===== config.mk =====
export PLATFORM = sky130hd
export DESIGN_NAME = gdc_current_cfg
export DESIGN_NICKNAME = d
export VERILOG_FILES = /design/src/gdc_pkg.sv /design/src/gdc_current_cfg.sv /design/src/gdc_current_lut.sv
export VERILOG_INCLUDE_DIRS = /design/src
export SDC_FILE = /design/constraint.sdc
export NUM_CORES = 1
export LEC_CHECK = 0
export BUFFER_PORTS_ARGS = -buffer_cell sky130_fd_sc_hd__clkbuf_2
export CAP_MARGIN = 0
export CORE_ASPECT_RATIO = 0.75
export CORE_MARGIN = 3
export CORE_UTILIZATION = 59
export DETAILED_ROUTE_END_ITERATION = 8
export GPL_TIMING_DRIVEN = 0
export HOLD_SLACK_MARGIN = 0.03
export PLACE_DENSITY = 0.87
export SKIP_LAST_GASP = 1
export SYNTH_ARGS = -nofsm -noshare
export SYNTH_HDL_FRONTEND = slang
export SYNTH_SLANG_ARGS = --single-unit

===== constraint.sdc =====
create_clock -name i_clk -period 3.8 [get_ports i_clk]
set_input_delay 1.14 -clock i_clk [delete_from_list [all_inputs] [get_ports i_clk]]
set_output_delay 1.14 -clock i_clk [all_outputs]
set_load 0.01 [all_outputs]

===== src/gdc_map.svh =====
`ifndef GDC_MAP_SVH
`define GDC_MAP_SVH

// register indices; byte address is four times the index
`define GDC_IDX_BRIDGE1 6'h0f
`define GDC_IDX_BRIDGE2 6'h10
`define GDC_IDX_LOW_SEL 6'h20
`define GDC_IDX_LEVEL_BASE 6'h22
`define GDC_IDX_LEVEL_LAST 6'h25

// reset values
`define GDC_RST_BRIDGE 8'hff
`define GDC_RST_LOW_SEL 2'h0
`define GDC_RST_LEVEL 16'h0000
`define GDC_RST_RDATA 32'h0000_0000

// field positions inside a bridge register
`define GDC_SRC_MSB 7
`define GDC_SRC_LSB 4
`define GDC_SNK_MSB 3
`define GDC_SNK_LSB 0

// field positions inside the low-current selector register
`define GDC_LOW_BR1_BIT 0
`define GDC_LOW_BR2_BIT 1

`endif


===== src/gdc_pkg.sv =====
package gdc_pkg;

    // controls handed to one bridge's gate drive current sources
    typedef struct packed {
        logic [3:0] source_current_code;
        logic [3:0] sink_current_code;
        logic low_current_select;
    } gdc_drive_type;

    // state of the register bank
    typedef struct packed {
        logic waitrequest;
        logic [31:0] rdata;
        logic [7:0] bridge1_drive_current;
        logic [7:0] bridge2_drive_current;
        logic [1:0] low_sel;
    } gdc_state_type;

    // state of one current decoder
    typedef struct packed {
        logic [15:0] level_ua;
    } gdc_lut_state_type;

endpackage


===== src/gdc_current_cfg.sv =====
`timescale 1ns/1ps
`include "gdc_map.svh"

// Function
// - bridge 1 register at index 0x0f, read/write, resets to 0xff
// - bridge 2 register at index 0x10, same layout, resets to 0xff
// - bits 7..4 hold source pull-up current code, reset all ones
// - bits 3..0 hold sink pull-down current code, reset all ones
// - bridge 2 upper nibble uses the same sixteen-level source table
// - normal codes 0..8 give 0.5 mA then 1..8 mA, rising
// - low-current selector switches codes to the microampere table

module gdc_current_cfg
    import gdc_pkg::*;
(
    // clock and reset
    input wire logic i_clk,
    input wire logic i_reset,
    // avalon-mm slave
    input wire logic [7:0] i_avs_address,
    input wire logic i_avs_read,
    input wire logic i_avs_write,
    input wire logic [31:0] i_avs_writedata,
    input wire logic [3:0] i_avs_byteenable,
    output logic [31:0] o_avs_readdata,
    output logic o_avs_waitrequest,
    // gate drive current controls
    output gdc_drive_type o_bridge1_drive,
    output gdc_drive_type o_bridge2_drive
);

    gdc_state_type state_q;
    gdc_state_type state_d;

    logic [5:0] word_index;
    logic aligned;
    logic request;
    logic accept;
    logic write_en;
    logic [3:0] lut_code [4];
    logic lut_low [4];
    logic [15:0] lut_level [4];
    logic [15:0] level_read;
    logic [1:0] level_sel;

    // address split and bus handshake terms
    assign word_index = i_avs_address[7:2];
    assign aligned = (i_avs_address[1:0] == 2'h0);
    assign request = i_avs_read || i_avs_write;
    assign accept = request && !state_q.waitrequest;
    assign write_en = accept && i_avs_write && i_avs_byteenable[0];
    assign level_sel = 2'(word_index - `GDC_IDX_LEVEL_BASE);

    // decoder inputs: source and sink per bridge
    assign lut_code[0] = state_q.bridge1_drive_current[`GDC_SRC_MSB:`GDC_SRC_LSB];
    assign lut_code[1] = state_q.bridge1_drive_current[`GDC_SNK_MSB:`GDC_SNK_LSB];
    assign lut_code[2] = state_q.bridge2_drive_current[`GDC_SRC_MSB:`GDC_SRC_LSB];
    assign lut_code[3] = state_q.bridge2_drive_current[`GDC_SNK_MSB:`GDC_SNK_LSB];
    assign lut_low[0] = state_q.low_sel[`GDC_LOW_BR1_BIT];
    assign lut_low[1] = state_q.low_sel[`GDC_LOW_BR1_BIT];
    assign lut_low[2] = state_q.low_sel[`GDC_LOW_BR2_BIT];
    assign lut_low[3] = state_q.low_sel[`GDC_LOW_BR2_BIT];

    // one current decoder per code field
    genvar g;
    generate
        for (g = 0; g < 4; g++) begin : g_lut
            gdc_current_lut u_lut (
                .i_clk(i_clk),
                .i_reset(i_reset),
                .i_code(lut_code[g]),
                .i_low_select(lut_low[g]),
                .o_level_ua(lut_level[g])
            );
        end
    endgenerate

    // pick the decoded level for a level read
    always_comb begin
        level_read = lut_level[level_sel];
    end

    // register bank and bus slave next state
    always_comb begin
        state_d = state_q;
        if (state_q.waitrequest) begin
            // one wait cycle: read data prepared before the accept edge
            if (request) begin
                state_d.waitrequest = 1'b0;
                state_d.rdata = `GDC_RST_RDATA;
                if (i_avs_read && aligned) begin
                    if (word_index == `GDC_IDX_BRIDGE1) begin
                        state_d.rdata = {24'h00_0000, state_q.bridge1_drive_current};
                    end else if (word_index == `GDC_IDX_BRIDGE2) begin
                        state_d.rdata = {24'h00_0000, state_q.bridge2_drive_current};
                    end else if (word_index == `GDC_IDX_LOW_SEL) begin
                        state_d.rdata = {30'h0, state_q.low_sel};
                    end else if (word_index >= `GDC_IDX_LEVEL_BASE
                                 && word_index <= `GDC_IDX_LEVEL_LAST) begin
                        state_d.rdata = {16'h0000, level_read};
                    end
                end
            end
        end else begin
            // accept edge: release the bus and commit a write
            state_d.waitrequest = 1'b1;
            if (write_en && aligned) begin
                if (word_index == `GDC_IDX_BRIDGE1) begin
                    // both nibbles land at once
                    state_d.bridge1_drive_current = i_avs_writedata[7:0];
                end else if (word_index == `GDC_IDX_BRIDGE2) begin
                    state_d.bridge2_drive_current = i_avs_writedata[7:0];
                end else if (word_index == `GDC_IDX_LOW_SEL) begin
                    state_d.low_sel = i_avs_writedata[1:0];
                end
            end
        end
    end

    // state register
    always_ff @(posedge i_clk) begin
        if (i_reset) begin
            state_q.waitrequest <= 1'b1;
            state_q.rdata <= `GDC_RST_RDATA;
            state_q.bridge1_drive_current <= `GDC_RST_BRIDGE;
            state_q.bridge2_drive_current <= `GDC_RST_BRIDGE;
            state_q.low_sel <= `GDC_RST_LOW_SEL;
        end else begin
            state_q <= state_d;
        end
    end

    // bus outputs straight from the state register
    assign o_avs_readdata = state_q.rdata;
    assign o_avs_waitrequest = state_q.waitrequest;

    // drive controls follow the stored fields directly
    assign o_bridge1_drive.source_current_code =
        state_q.bridge1_drive_current[`GDC_SRC_MSB:`GDC_SRC_LSB];
    assign o_bridge1_drive.sink_current_code =
        state_q.bridge1_drive_current[`GDC_SNK_MSB:`GDC_SNK_LSB];
    assign o_bridge1_drive.low_current_select = state_q.low_sel[`GDC_LOW_BR1_BIT];
    assign o_bridge2_drive.source_current_code =
        state_q.bridge2_drive_current[`GDC_SRC_MSB:`GDC_SRC_LSB];
    assign o_bridge2_drive.sink_current_code =
        state_q.bridge2_drive_current[`GDC_SNK_MSB:`GDC_SNK_LSB];
    assign o_bridge2_drive.low_current_select = state_q.low_sel[`GDC_LOW_BR2_BIT];

    // bus handshake checks
    a_wait_one_cycle: assert property (@(posedge i_clk) disable iff (i_reset)
        (request && o_avs_waitrequest) |=> !o_avs_waitrequest)
        else $error("waitrequest did not drop after one cycle");
    a_wait_release: assert property (@(posedge i_clk) disable iff (i_reset)
        !o_avs_waitrequest |=> o_avs_waitrequest)
        else $error("waitrequest low for more than one cycle");

    // reset values seen right after release
    a_reset_all_ones: assert property (@(posedge i_clk) disable iff (i_reset)
        $past(i_reset) |-> (o_bridge1_drive.source_current_code == 4'hf
            && o_bridge1_drive.sink_current_code == 4'hf
            && o_bridge2_drive.source_current_code == 4'hf
            && o_bridge2_drive.sink_current_code == 4'hf))
        else $error("bridge registers not all ones after reset");

    // write reaches the drive controls at the accept edge
    a_bridge1_write: assert property (@(posedge i_clk) disable iff (i_reset)
        (write_en && aligned && word_index == 6'h0f)
            |=> (o_bridge1_drive.source_current_code == $past(i_avs_writedata[7:4])
                && o_bridge1_drive.sink_current_code == $past(i_avs_writedata[3:0])))
        else $error("bridge 1 write not on drive controls");
    a_bridge2_source: assert property (@(posedge i_clk) disable iff (i_reset)
        (write_en && aligned && word_index == 6'h10)
            |=> (o_bridge2_drive.source_current_code == $past(i_avs_writedata[7:4])))
        else $error("bridge 2 source code not stored");
    a_bridge2_sink: assert property (@(posedge i_clk) disable iff (i_reset)
        (write_en && aligned && word_index == 6'h10)
            |=> (o_bridge2_drive.sink_current_code == $past(i_avs_writedata[3:0])
                && $stable(o_bridge1_drive)))
        else $error("bridge 2 sink code not stored or bridge 1 disturbed");
    a_low_select_out: assert property (@(posedge i_clk) disable iff (i_reset)
        (write_en && aligned && word_index == 6'h20)
            |=> (o_bridge1_drive.low_current_select == $past(i_avs_writedata[0])
                && o_bridge2_drive.low_current_select == $past(i_avs_writedata[1])))
        else $error("low-current selector not on drive controls");

    // read returns the stored register at the accept edge
    a_bridge1_read: assert property (@(posedge i_clk) disable iff (i_reset)
        (accept && i_avs_read && aligned && word_index == 6'h0f)
            |-> (o_avs_readdata == {24'h00_0000, o_bridge1_drive.source_current_code,
                                    o_bridge1_drive.sink_current_code}))
        else $error("bridge 1 readback wrong");
    a_bridge2_read: assert property (@(posedge i_clk) disable iff (i_reset)
        (accept && i_avs_read && aligned && word_index == 6'h10)
            |-> (o_avs_readdata == {24'h00_0000, o_bridge2_drive.source_current_code,
                                    o_bridge2_drive.sink_current_code}))
        else $error("bridge 2 readback wrong");
    a_no_write_hold: assert property (@(posedge i_clk) disable iff (i_reset)
        (!write_en) |=> ($stable(o_bridge1_drive) && $stable(o_bridge2_drive)))
        else $error("drive controls changed without a write");

    // writes touch only the register they address
    a_bridge1_only: assert property (@(posedge i_clk) disable iff (i_reset)
        (write_en && aligned && word_index == `GDC_IDX_BRIDGE1)
            |=> ($stable(o_bridge2_drive)
                && $stable(o_bridge1_drive.low_current_select)))
        else $error("bridge 1 write disturbed other controls");
    a_bridge2_keep_low: assert property (@(posedge i_clk) disable iff (i_reset)
        (write_en && aligned && word_index == `GDC_IDX_BRIDGE2)
            |=> $stable(o_bridge2_drive.low_current_select))
        else $error("bridge 2 write changed its low-current selector");
    a_low_keeps_codes: assert property (@(posedge i_clk) disable iff (i_reset)
        (write_en && aligned && word_index == `GDC_IDX_LOW_SEL)
            |=> ($stable(o_bridge1_drive[8:1]) && $stable(o_bridge2_drive[8:1])))
        else $error("selector write changed a current code");

    // refused writes and reads leave every control as it was
    a_lane_gated: assert property (@(posedge i_clk) disable iff (i_reset)
        (accept && i_avs_write && !i_avs_byteenable[0])
            |=> ($stable(o_bridge1_drive) && $stable(o_bridge2_drive)))
        else $error("write with lane 0 off changed a control");
    a_stray_write: assert property (@(posedge i_clk) disable iff (i_reset)
        (write_en && !aligned)
            |=> ($stable(o_bridge1_drive) && $stable(o_bridge2_drive)))
        else $error("misaligned write changed a control");
    a_unmapped_write: assert property (@(posedge i_clk) disable iff (i_reset)
        (write_en && aligned && word_index != `GDC_IDX_BRIDGE1
            && word_index != `GDC_IDX_BRIDGE2 && word_index != `GDC_IDX_LOW_SEL)
            |=> ($stable(o_bridge1_drive) && $stable(o_bridge2_drive)))
        else $error("unmapped write changed a control");
    a_read_keeps_regs: assert property (@(posedge i_clk) disable iff (i_reset)
        (accept && i_avs_read)
            |=> ($stable(o_bridge1_drive) && $stable(o_bridge2_drive)))
        else $error("read changed a control");

    // read data of the remaining places
    a_low_sel_read: assert property (@(posedge i_clk) disable iff (i_reset)
        (accept && i_avs_read && aligned && word_index == `GDC_IDX_LOW_SEL)
            |-> (o_avs_readdata == {30'h0, o_bridge2_drive.low_current_select,
                                    o_bridge1_drive.low_current_select}))
        else $error("low-current selector readback wrong");
    a_stray_read_zero: assert property (@(posedge i_clk) disable iff (i_reset)
        (accept && i_avs_read && !aligned) |-> (o_avs_readdata == 32'h0000_0000))
        else $error("misaligned read not zero");
    a_unmapped_read: assert property (@(posedge i_clk) disable iff (i_reset)
        (accept && i_avs_read && aligned && word_index != `GDC_IDX_BRIDGE1
            && word_index != `GDC_IDX_BRIDGE2 && word_index != `GDC_IDX_LOW_SEL
            && (word_index < `GDC_IDX_LEVEL_BASE || word_index > `GDC_IDX_LEVEL_LAST))
            |-> (o_avs_readdata == 32'h0000_0000))
        else $error("unmapped read not zero");
    a_level_upper_zero: assert property (@(posedge i_clk) disable iff (i_reset)
        (accept && i_avs_read && aligned && word_index >= `GDC_IDX_LEVEL_BASE
            && word_index <= `GDC_IDX_LEVEL_LAST)
            |-> (o_avs_readdata[31:16] == 16'h0000))
        else $error("level read upper half not zero");
    a_write_clears_rdata: assert property (@(posedge i_clk) disable iff (i_reset)
        (request && o_avs_waitrequest && i_avs_write) |=> (o_avs_readdata == 32'h0000_0000))
        else $error("write left stale read data");

    // handshake at rest and right after reset
    a_wait_idle_high: assert property (@(posedge i_clk) disable iff (i_reset)
        (!request && o_avs_waitrequest) |=> o_avs_waitrequest)
        else $error("waitrequest dropped with no request");
    a_readdata_hold: assert property (@(posedge i_clk) disable iff (i_reset)
        !(request && o_avs_waitrequest) |=> $stable(o_avs_readdata))
        else $error("read data moved outside a prepare edge");
    a_reset_bus_idle: assert property (@(posedge i_clk) disable iff (i_reset)
        $past(i_reset) |-> (o_avs_waitrequest && o_avs_readdata == 32'h0000_0000
            && !o_bridge1_drive.low_current_select
            && !o_bridge2_drive.low_current_select))
        else $error("bus or selectors not idle after reset");

endmodule


===== src/gdc_current_lut.sv =====
`timescale 1ns/1ps
`include "gdc_map.svh"

module gdc_current_lut
    import gdc_pkg::*;
(
    // clock and reset
    input wire logic i_clk,
    input wire logic i_reset,
    // code in
    input wire logic [3:0] i_code,
    input wire logic i_low_select,
    // decoded peak current in microamperes
    output logic [15:0] o_level_ua
);

    gdc_lut_state_type state_q;
    gdc_lut_state_type state_d;

    // code to current, normal or low-current table
    always_comb begin
        state_d = state_q;
        if (i_low_select) begin
            case (i_code)
                4'h0: state_d.level_ua = 16'h0032;
                4'h1: state_d.level_ua = 16'h006e;
                4'h2: state_d.level_ua = 16'h00aa;
                4'h3: state_d.level_ua = 16'h00e6;
                4'h4: state_d.level_ua = 16'h0122;
                4'h5: state_d.level_ua = 16'h015e;
                4'h6: state_d.level_ua = 16'h019a;
                4'h7: state_d.level_ua = 16'h0258;
                4'h8: state_d.level_ua = 16'h02d5;
                4'h9: state_d.level_ua = 16'h0352;
                4'ha: state_d.level_ua = 16'h03e8;
                4'hb: state_d.level_ua = 16'h04b0;
                4'hc: state_d.level_ua = 16'h0578;
                4'hd: state_d.level_ua = 16'h0640;
                4'he: state_d.level_ua = 16'h0708;
                default: state_d.level_ua = 16'h08fc;
            endcase
        end else begin
            case (i_code)
                4'h0: state_d.level_ua = 16'h01f4;
                4'h1: state_d.level_ua = 16'h03e8;
                4'h2: state_d.level_ua = 16'h07d0;
                4'h3: state_d.level_ua = 16'h0bb8;
                4'h4: state_d.level_ua = 16'h0fa0;
                4'h5: state_d.level_ua = 16'h1388;
                4'h6: state_d.level_ua = 16'h1770;
                4'h7: state_d.level_ua = 16'h1b58;
                4'h8: state_d.level_ua = 16'h1f40;
                4'h9: state_d.level_ua = 16'h2ee0;
                4'ha: state_d.level_ua = 16'h3e80;
                4'hb: state_d.level_ua = 16'h4e20;
                4'hc: state_d.level_ua = 16'h5dc0;
                4'hd: state_d.level_ua = 16'h7918;
                4'he: state_d.level_ua = 16'hbb80;
                default: state_d.level_ua = 16'hf230;
            endcase
        end
    end

    // level register
    always_ff @(posedge i_clk) begin
        if (i_reset) begin
            state_q.level_ua <= `GDC_RST_LEVEL;
        end else begin
            state_q <= state_d;
        end
    end

    assign o_level_ua = state_q.level_ua;

    // decoder checks
    a_normal_step_top: assert property (@(posedge i_clk) disable iff (i_reset)
        (!i_low_select && i_code == 4'h8) |=> (o_level_ua == 16'h1f40))
        else $error("normal code 8 not 8 mA");
    a_normal_max_code: assert property (@(posedge i_clk) disable iff (i_reset)
        (!i_low_select && i_code == 4'hf) |=> (o_level_ua == 16'hf230))
        else $error("normal code 15 not 62 mA");
    a_low_table_pick: assert property (@(posedge i_clk) disable iff (i_reset)
        (i_low_select && i_code == 4'h1) |=> (o_level_ua == 16'h006e))
        else $error("low code 1 not 110 uA");
    a_normal_monotone: assert property (@(posedge i_clk) disable iff (i_reset)
        (!i_low_select && $past(!i_low_select) && i_code > $past(i_code))
            |=> (o_level_ua > $past(o_level_ua)))
        else $error("normal table not rising with code");

endmodule


# ---- After elaboration in Yosys (flattened, before gate mapping)
# Memories as Yosys holds them, arrays and structs flattened. A register that Yosys moved wholly into a read port is not among the register bits.
# Cells that the tools add are included.
dict set report word_totals {
  ff_bits 115
  latchBits 0
  ramBits 0
  mem_bits_ro 1664
  out_inout_bits 51
  memories 8
}
dict set report classes {
  addsub 1
  mul 0
  div 0
  order_cmp 3
  n_eq_ne 3
  n_shift 0
  mux 29
  bitwise_logic 4
  n_reduce_logical 14
}
# name depth width rd rd_ports_with_merged_regs write_ports line_no
set mem_list {}
lappend mem_list {{(no name shown)} 16 14 1 1 0 gdc_current_lut.sv:43} ;# case (i_code)
lappend mem_list {{(no name shown)} 16 14 1 1 0 gdc_current_lut.sv:43}
lappend mem_list {{(no name shown)} 16 14 1 1 0 gdc_current_lut.sv:43}
lappend mem_list {{(no name shown)} 16 14 1 1 0 gdc_current_lut.sv:43}
lappend mem_list {{(no name shown)} 16 12 1 1 0 gdc_current_lut.sv:24} ;# case (i_code)
lappend mem_list {{(no name shown)} 16 12 1 1 0 gdc_current_lut.sv:24}
lappend mem_list {{+2 memories} - - - - - -}
# cell count
set ops {}
lappend ops {{$mux 32} 4}
lappend ops {{$mux 16} 7}
lappend ops {{$mux 4} 16}
lappend ops {{$mux 33} 1}
lappend ops {{$bmux 16 s2} 1}
lappend ops {{$eq 6x4->1 const B} 1}
lappend ops {{$eq 6x5->1 const B} 1}
lappend ops {{$eq 6x6->1 const B} 1}
lappend ops {{$ge 6x6->1 const B} 1}
lappend ops {{$le 6x6->1 const B} 1}
lappend ops {{$logic_and 1x1->1} 6}
lappend ops {{$reduce_and 5->1} 1}
lappend ops {{$reduce_and 4->1} 1}
lappend ops {{$ge 3x3->1 const B} 1}
lappend ops {{$not 1->1} 3}
lappend ops {{$not 2->3} 1}
lappend ops {{$reduce_and 3->1} 1}
lappend ops {{$logic_not 2->1} 1}
lappend ops {{$reduce_and 2->1} 1}
lappend ops {{$reduce_or 2->1} 1}
lappend ops {{$sub 2x2->2 const B} 1}
lappend ops {{$logic_not 1->1} 1}
lappend ops {{$logic_or 1x1->1} 1}

# ---- Depth between registers and ports, before layout
dict set report depth {
  depth_word 11
  mapped_depth 11
  depth_no_buf 9
}

# ---- By module
# Synthesis repeated with hierarchy kept, for this count alone.
dict set report hier_totals {
  cells_unflattened 731
  area_unflattened_um2 6488.7
}
# module instances cells_per_inst area_each_um2 seq_area_each_um2
set by_module_without_submodules {}
lappend by_module_without_submodules {{gdc_current_lut at g_lut[2].u_lut ...} 2 129 1086.0 320.3}
lappend by_module_without_submodules {gdc_current_cfg 1 213 2147.1 700.7}
lappend by_module_without_submodules {{gdc_current_lut at g_lut[1].u_lut} 1 133 1102.3 320.3}
lappend by_module_without_submodules {{gdc_current_lut at g_lut[0].u_lut} 1 127 1067.3 320.3}

# ---- Worst setup path before layout
# OpenSTA, ideal clock, no wires.
dict set report synth_timing {
  kind {in2reg}
  startpoint {input port i_avs_address[3]}
  endpoint {register with a tool-made name}
  t_arrival_ps 3339
  slack_ps 335
  stages 10
  cell_sequence {buf_4 -> nor4_4 -> and4_1 -> buf_6 -> mux2i_2 -> inv_1 -> ha_1 -> clkbuf_1 -> o221ai_1 -> o21ai_0}
}
# item line_no
set synth_rtl {}
lappend synth_rtl {{from (decl)} gdc_current_cfg.sv:20} ;# input wire logic [7:0] i_avs_address,

# ---- Worst setup path after layout
dict set report layout_timing {
  startpoint {input port i_reset}
  endpoint {register g_lut[3].u_lut.state_q (netlist bit g_lut[3].u_lut.o_level_ua[5])}
}
# item line_no
set layout_rtl {}
lappend layout_rtl {{from (decl)} gdc_current_cfg.sv:18} ;# input wire logic i_reset,
lappend layout_rtl {{to (signal assigned)} gdc_current_lut.sv:69} ;# state_q <= state_d;
lappend layout_rtl {{to (decl)} gdc_current_lut.sv:17} ;# gdc_lut_state_type state_q;
# No word-level cell between the ends.

==> flow_metrics.env <==
export IMPL_status="finished clean"
export IMPL_ioPinCount=99
export IMPL_ctsHoldBuffers=0
export IMPL_viasPerCell=5.990
export IMPL_power_per_cell_area_nw_per_um2=430.1
export IMPL_row_count=38
export IMPL_grt_util_all_layers_pct=29.20
export IMPL_h_tree_depth=1
export IMPL_core_sq_um=14790
export IMPL_wl_per_cell_um=20.56
export IMPL_netlist_cell_type_count=69
export IMPL_cts_setup_buffers=0
export IMPL_hold_violations=0
export IMPL_die_area_sq_um=16960
export IMPL_num_antenna_cells=0
export IMPL_die_h_um=113.5
export IMPL_cts_buffer_depth=3
export IMPL_cp_required_ns=4.16
export IMPL_skew_ns=0.02157
export IMPL_clk_pin_slew_ns=0.07
export IMPL_drv_slew=0
export IMPL_dpl_cell_area_sq_um=9676
export IMPL_synthCells=895
export IMPL_endpoint_kind="flip-flop"
export IMPL_grt_pass1_vias=6851
export IMPL_period_needed_ns=3.529
export IMPL_cts_tree="done"
export IMPL_cts_made_buffers=19
export IMPL_top_usage_layer="met2"
export IMPL_multi_input_area_sq_um=4509
export IMPL_finalSetupViolCount=0
export IMPL_seq_area_frac_synth_pct=44.67
export IMPL_cp_max_fo=10
export IMPL_drive_above_1_share_pct=19.86
export IMPL_cts_sinks=203
export IMPL_crit_arrival_ns=3.89
export IMPL_start_util_pct=61.52
export IMPL_ant_nets=0
export IMPL_drtIter0Drc=868
export IMPL_async_flop_share_pct=0
export IMPL_hold_worst_slack_ns=0.4263
export IMPL_synth_ff_type="dfxtp_1"
export IMPL_n_fill_cell=1075
export IMPL_ctsResizeCount=0
export IMPL_startpoint_type="primary input"
export IMPL_syn_area_per_cell_sq_um=10.16
export IMPL_overflow=0
export IMPL_irDropWorstVdd_mv=0.3549
export IMPL_grt_pass1_wl_um=38660
export IMPL_met3_usage_pct=8.300
export IMPL_wl_um=24610
export IMPL_ff2ff_path_depth=9
export IMPL_firstDrtPassIters=7
export IMPL_fmax_mhz=283.3
export IMPL_syn_area_sq_um=9097
export IMPL_grt_max_degree=18
export IMPL_hpwl_um=17730
export IMPL_r2r_setup_slack_ns=0.78
export IMPL_fin_nets=1064
export IMPL_port_buffer_count=53
export IMPL_timing_final_ws_setup_ns=0.2708
export IMPL_rsz0062_at_grt="false"
export IMPL_grt_use_met2_pct=43.89
export IMPL_globalplace_congestion=0.9349
export IMPL_hold_class="flip-flop to flip-flop"
export IMPL_grt_antenna_before_repair=0
export IMPL_yosysWarnings=0
export IMPL_worstMarginPinSlew_ns=1.032
export IMPL_cts_root_buf="clkbuf_16"
export IMPL_synth_edf_count=0
export IMPL_cellLeakagePower_uw=0.004264
export IMPL_totalPowerFinal_uw=4473
export IMPL_synth_seq_cells=203
export IMPL_syn2layout_area_growth_pct=14.33
export IMPL_max_cap_violations=0
export IMPL_final_core_util_pct=70.34
export IMPL_die_x_um=149.4
export IMPL_place_ws_ns=-0.1769
export IMPL_hold_depth=1
export IMPL_slew_limit_headroom_pct=30.65
export IMPL_fin_crit_sh_pct=92.87
export IMPL_insertion_delay_ns=0.51
export IMPL_regArea_sq_um=4064
export IMPL_use_met1_pct=41.23
export IMPL_post_route_drc_count=0
export IMPL_critPathKind="primary input to flip-flop"
export IMPL_via_count=7170
export IMPL_design_area_sq_um=10400
## cells by family (layout without fill, tap and decap cells)
kind of cell | count (synthesis) | in the layout | share of synthesized area [%]
and+or+nand+nor | 261 | 261 | 13.90
DFF | 203 | 203 | 44.67
muxes | 146 | 146 | 19.34
other | 1 | 16 | 0.04122
AOI/OAI and AO/OA | 145 | 145 | 11.00
buffers and inverters | 106 | 193 | 6.547
adders and majority gates | 32 | 32 | 4.401
xor gates and xnor gates | 1 | 1 | 0.09629
## Yosys cell counts, types with 4 or more instances
cell type	instances	area share, %
a211oi_1	13	1.1
a21oi_1	24	1.3
a222oi_1	6	0.66
a22oi_1	14	1.2
a2bb2oi_1	4	0.39
and2_1	30	2.1
buf_1	6	0.25
buf_2	10	0.55
buf_4	26	2.1
buf_6	6	0.74
clkbuf_1	19	0.78
dfxtp_1	203	45
ha_1	32	4.4
inv_1	28	1.2
inv_2	5	0.21
mux2_2	19	2.4
mux2_4	10	1.7
mux2i_1	99	11
mux4_2	14	3.5
nand2_1	42	1.7
nand2b_1	5	0.34
nor2_1	115	4.7
nor2b_1	22	1.5
nor3_1	22	1.2
o21ai_0	32	1.8
o22ai_1	9	0.62
or2_2	4	0.28
## layer usage
layer | up-vias | share of wire (%)
li1 | 3293 | -
met1 | 3383 | 41
met2 | 431 | 45
met3 | 63 | 12
met4 | 0 | 2.7
met5 | - | 0
## worst paths after layout
path	start	to
setup / recovery	i_reset	g_lut[3].u_lut.o_level_ua[5]
hold / removal	flip-flop	g_lut[2].u_lut.o_level_ua[13]
setup reg to reg	o_avs_waitrequest	flip-flop
hold reg to reg	flip-flop	g_lut[2].u_lut.o_level_ua[13]
## critical path, stage by stage
cell and delay, ns:
clkbuf_2 0.12, clkbuf_1 0.38, clkbuf_1 0.43, clkbuf_1 0.58, clkbuf_1 0.58, buf_1 0.47, nor2_1 0.16
## metrics by stage
stage,TNS (ns),cells
6_report,0,1197
5_1_grt,0,1197
4_1_cts,0,1197
3_5_place_dp,-2.275,1163
3_3_place_gp,-1.356,1163
2_1_floorplan,0,910
## layout make-up
type	instances	share of cell area (%)
timing repair buffer	53	2.550
clock buffer	22	4.872
multi-input combinational	601	43.35
inverter	37	1.431
clock inverter	12	2.021
sequential	203	39.07
tap	200	2.406
buffer	69	4.294
## power by group
part | leakage (uW) | internal [uW] | switching, uW
clock | 0.000340 | 1320 | 851
combinational | 0.00228 | 58.7 | 94.7
sequential | 0.00165 | 2140 | 9.16
## cell usage in the layout (no fill, tap or decap), drive strengths merged, types with 24 or more instances in the layout
master and instances:
nor2 116, mux2i 101, ha 32, clkbuf 94, inv 38, buf 50
dfxtp 203, nand2 43, o21ai 33, and2 30, a21oi 24, mux2 29
(Power assumes the default switching activity.)
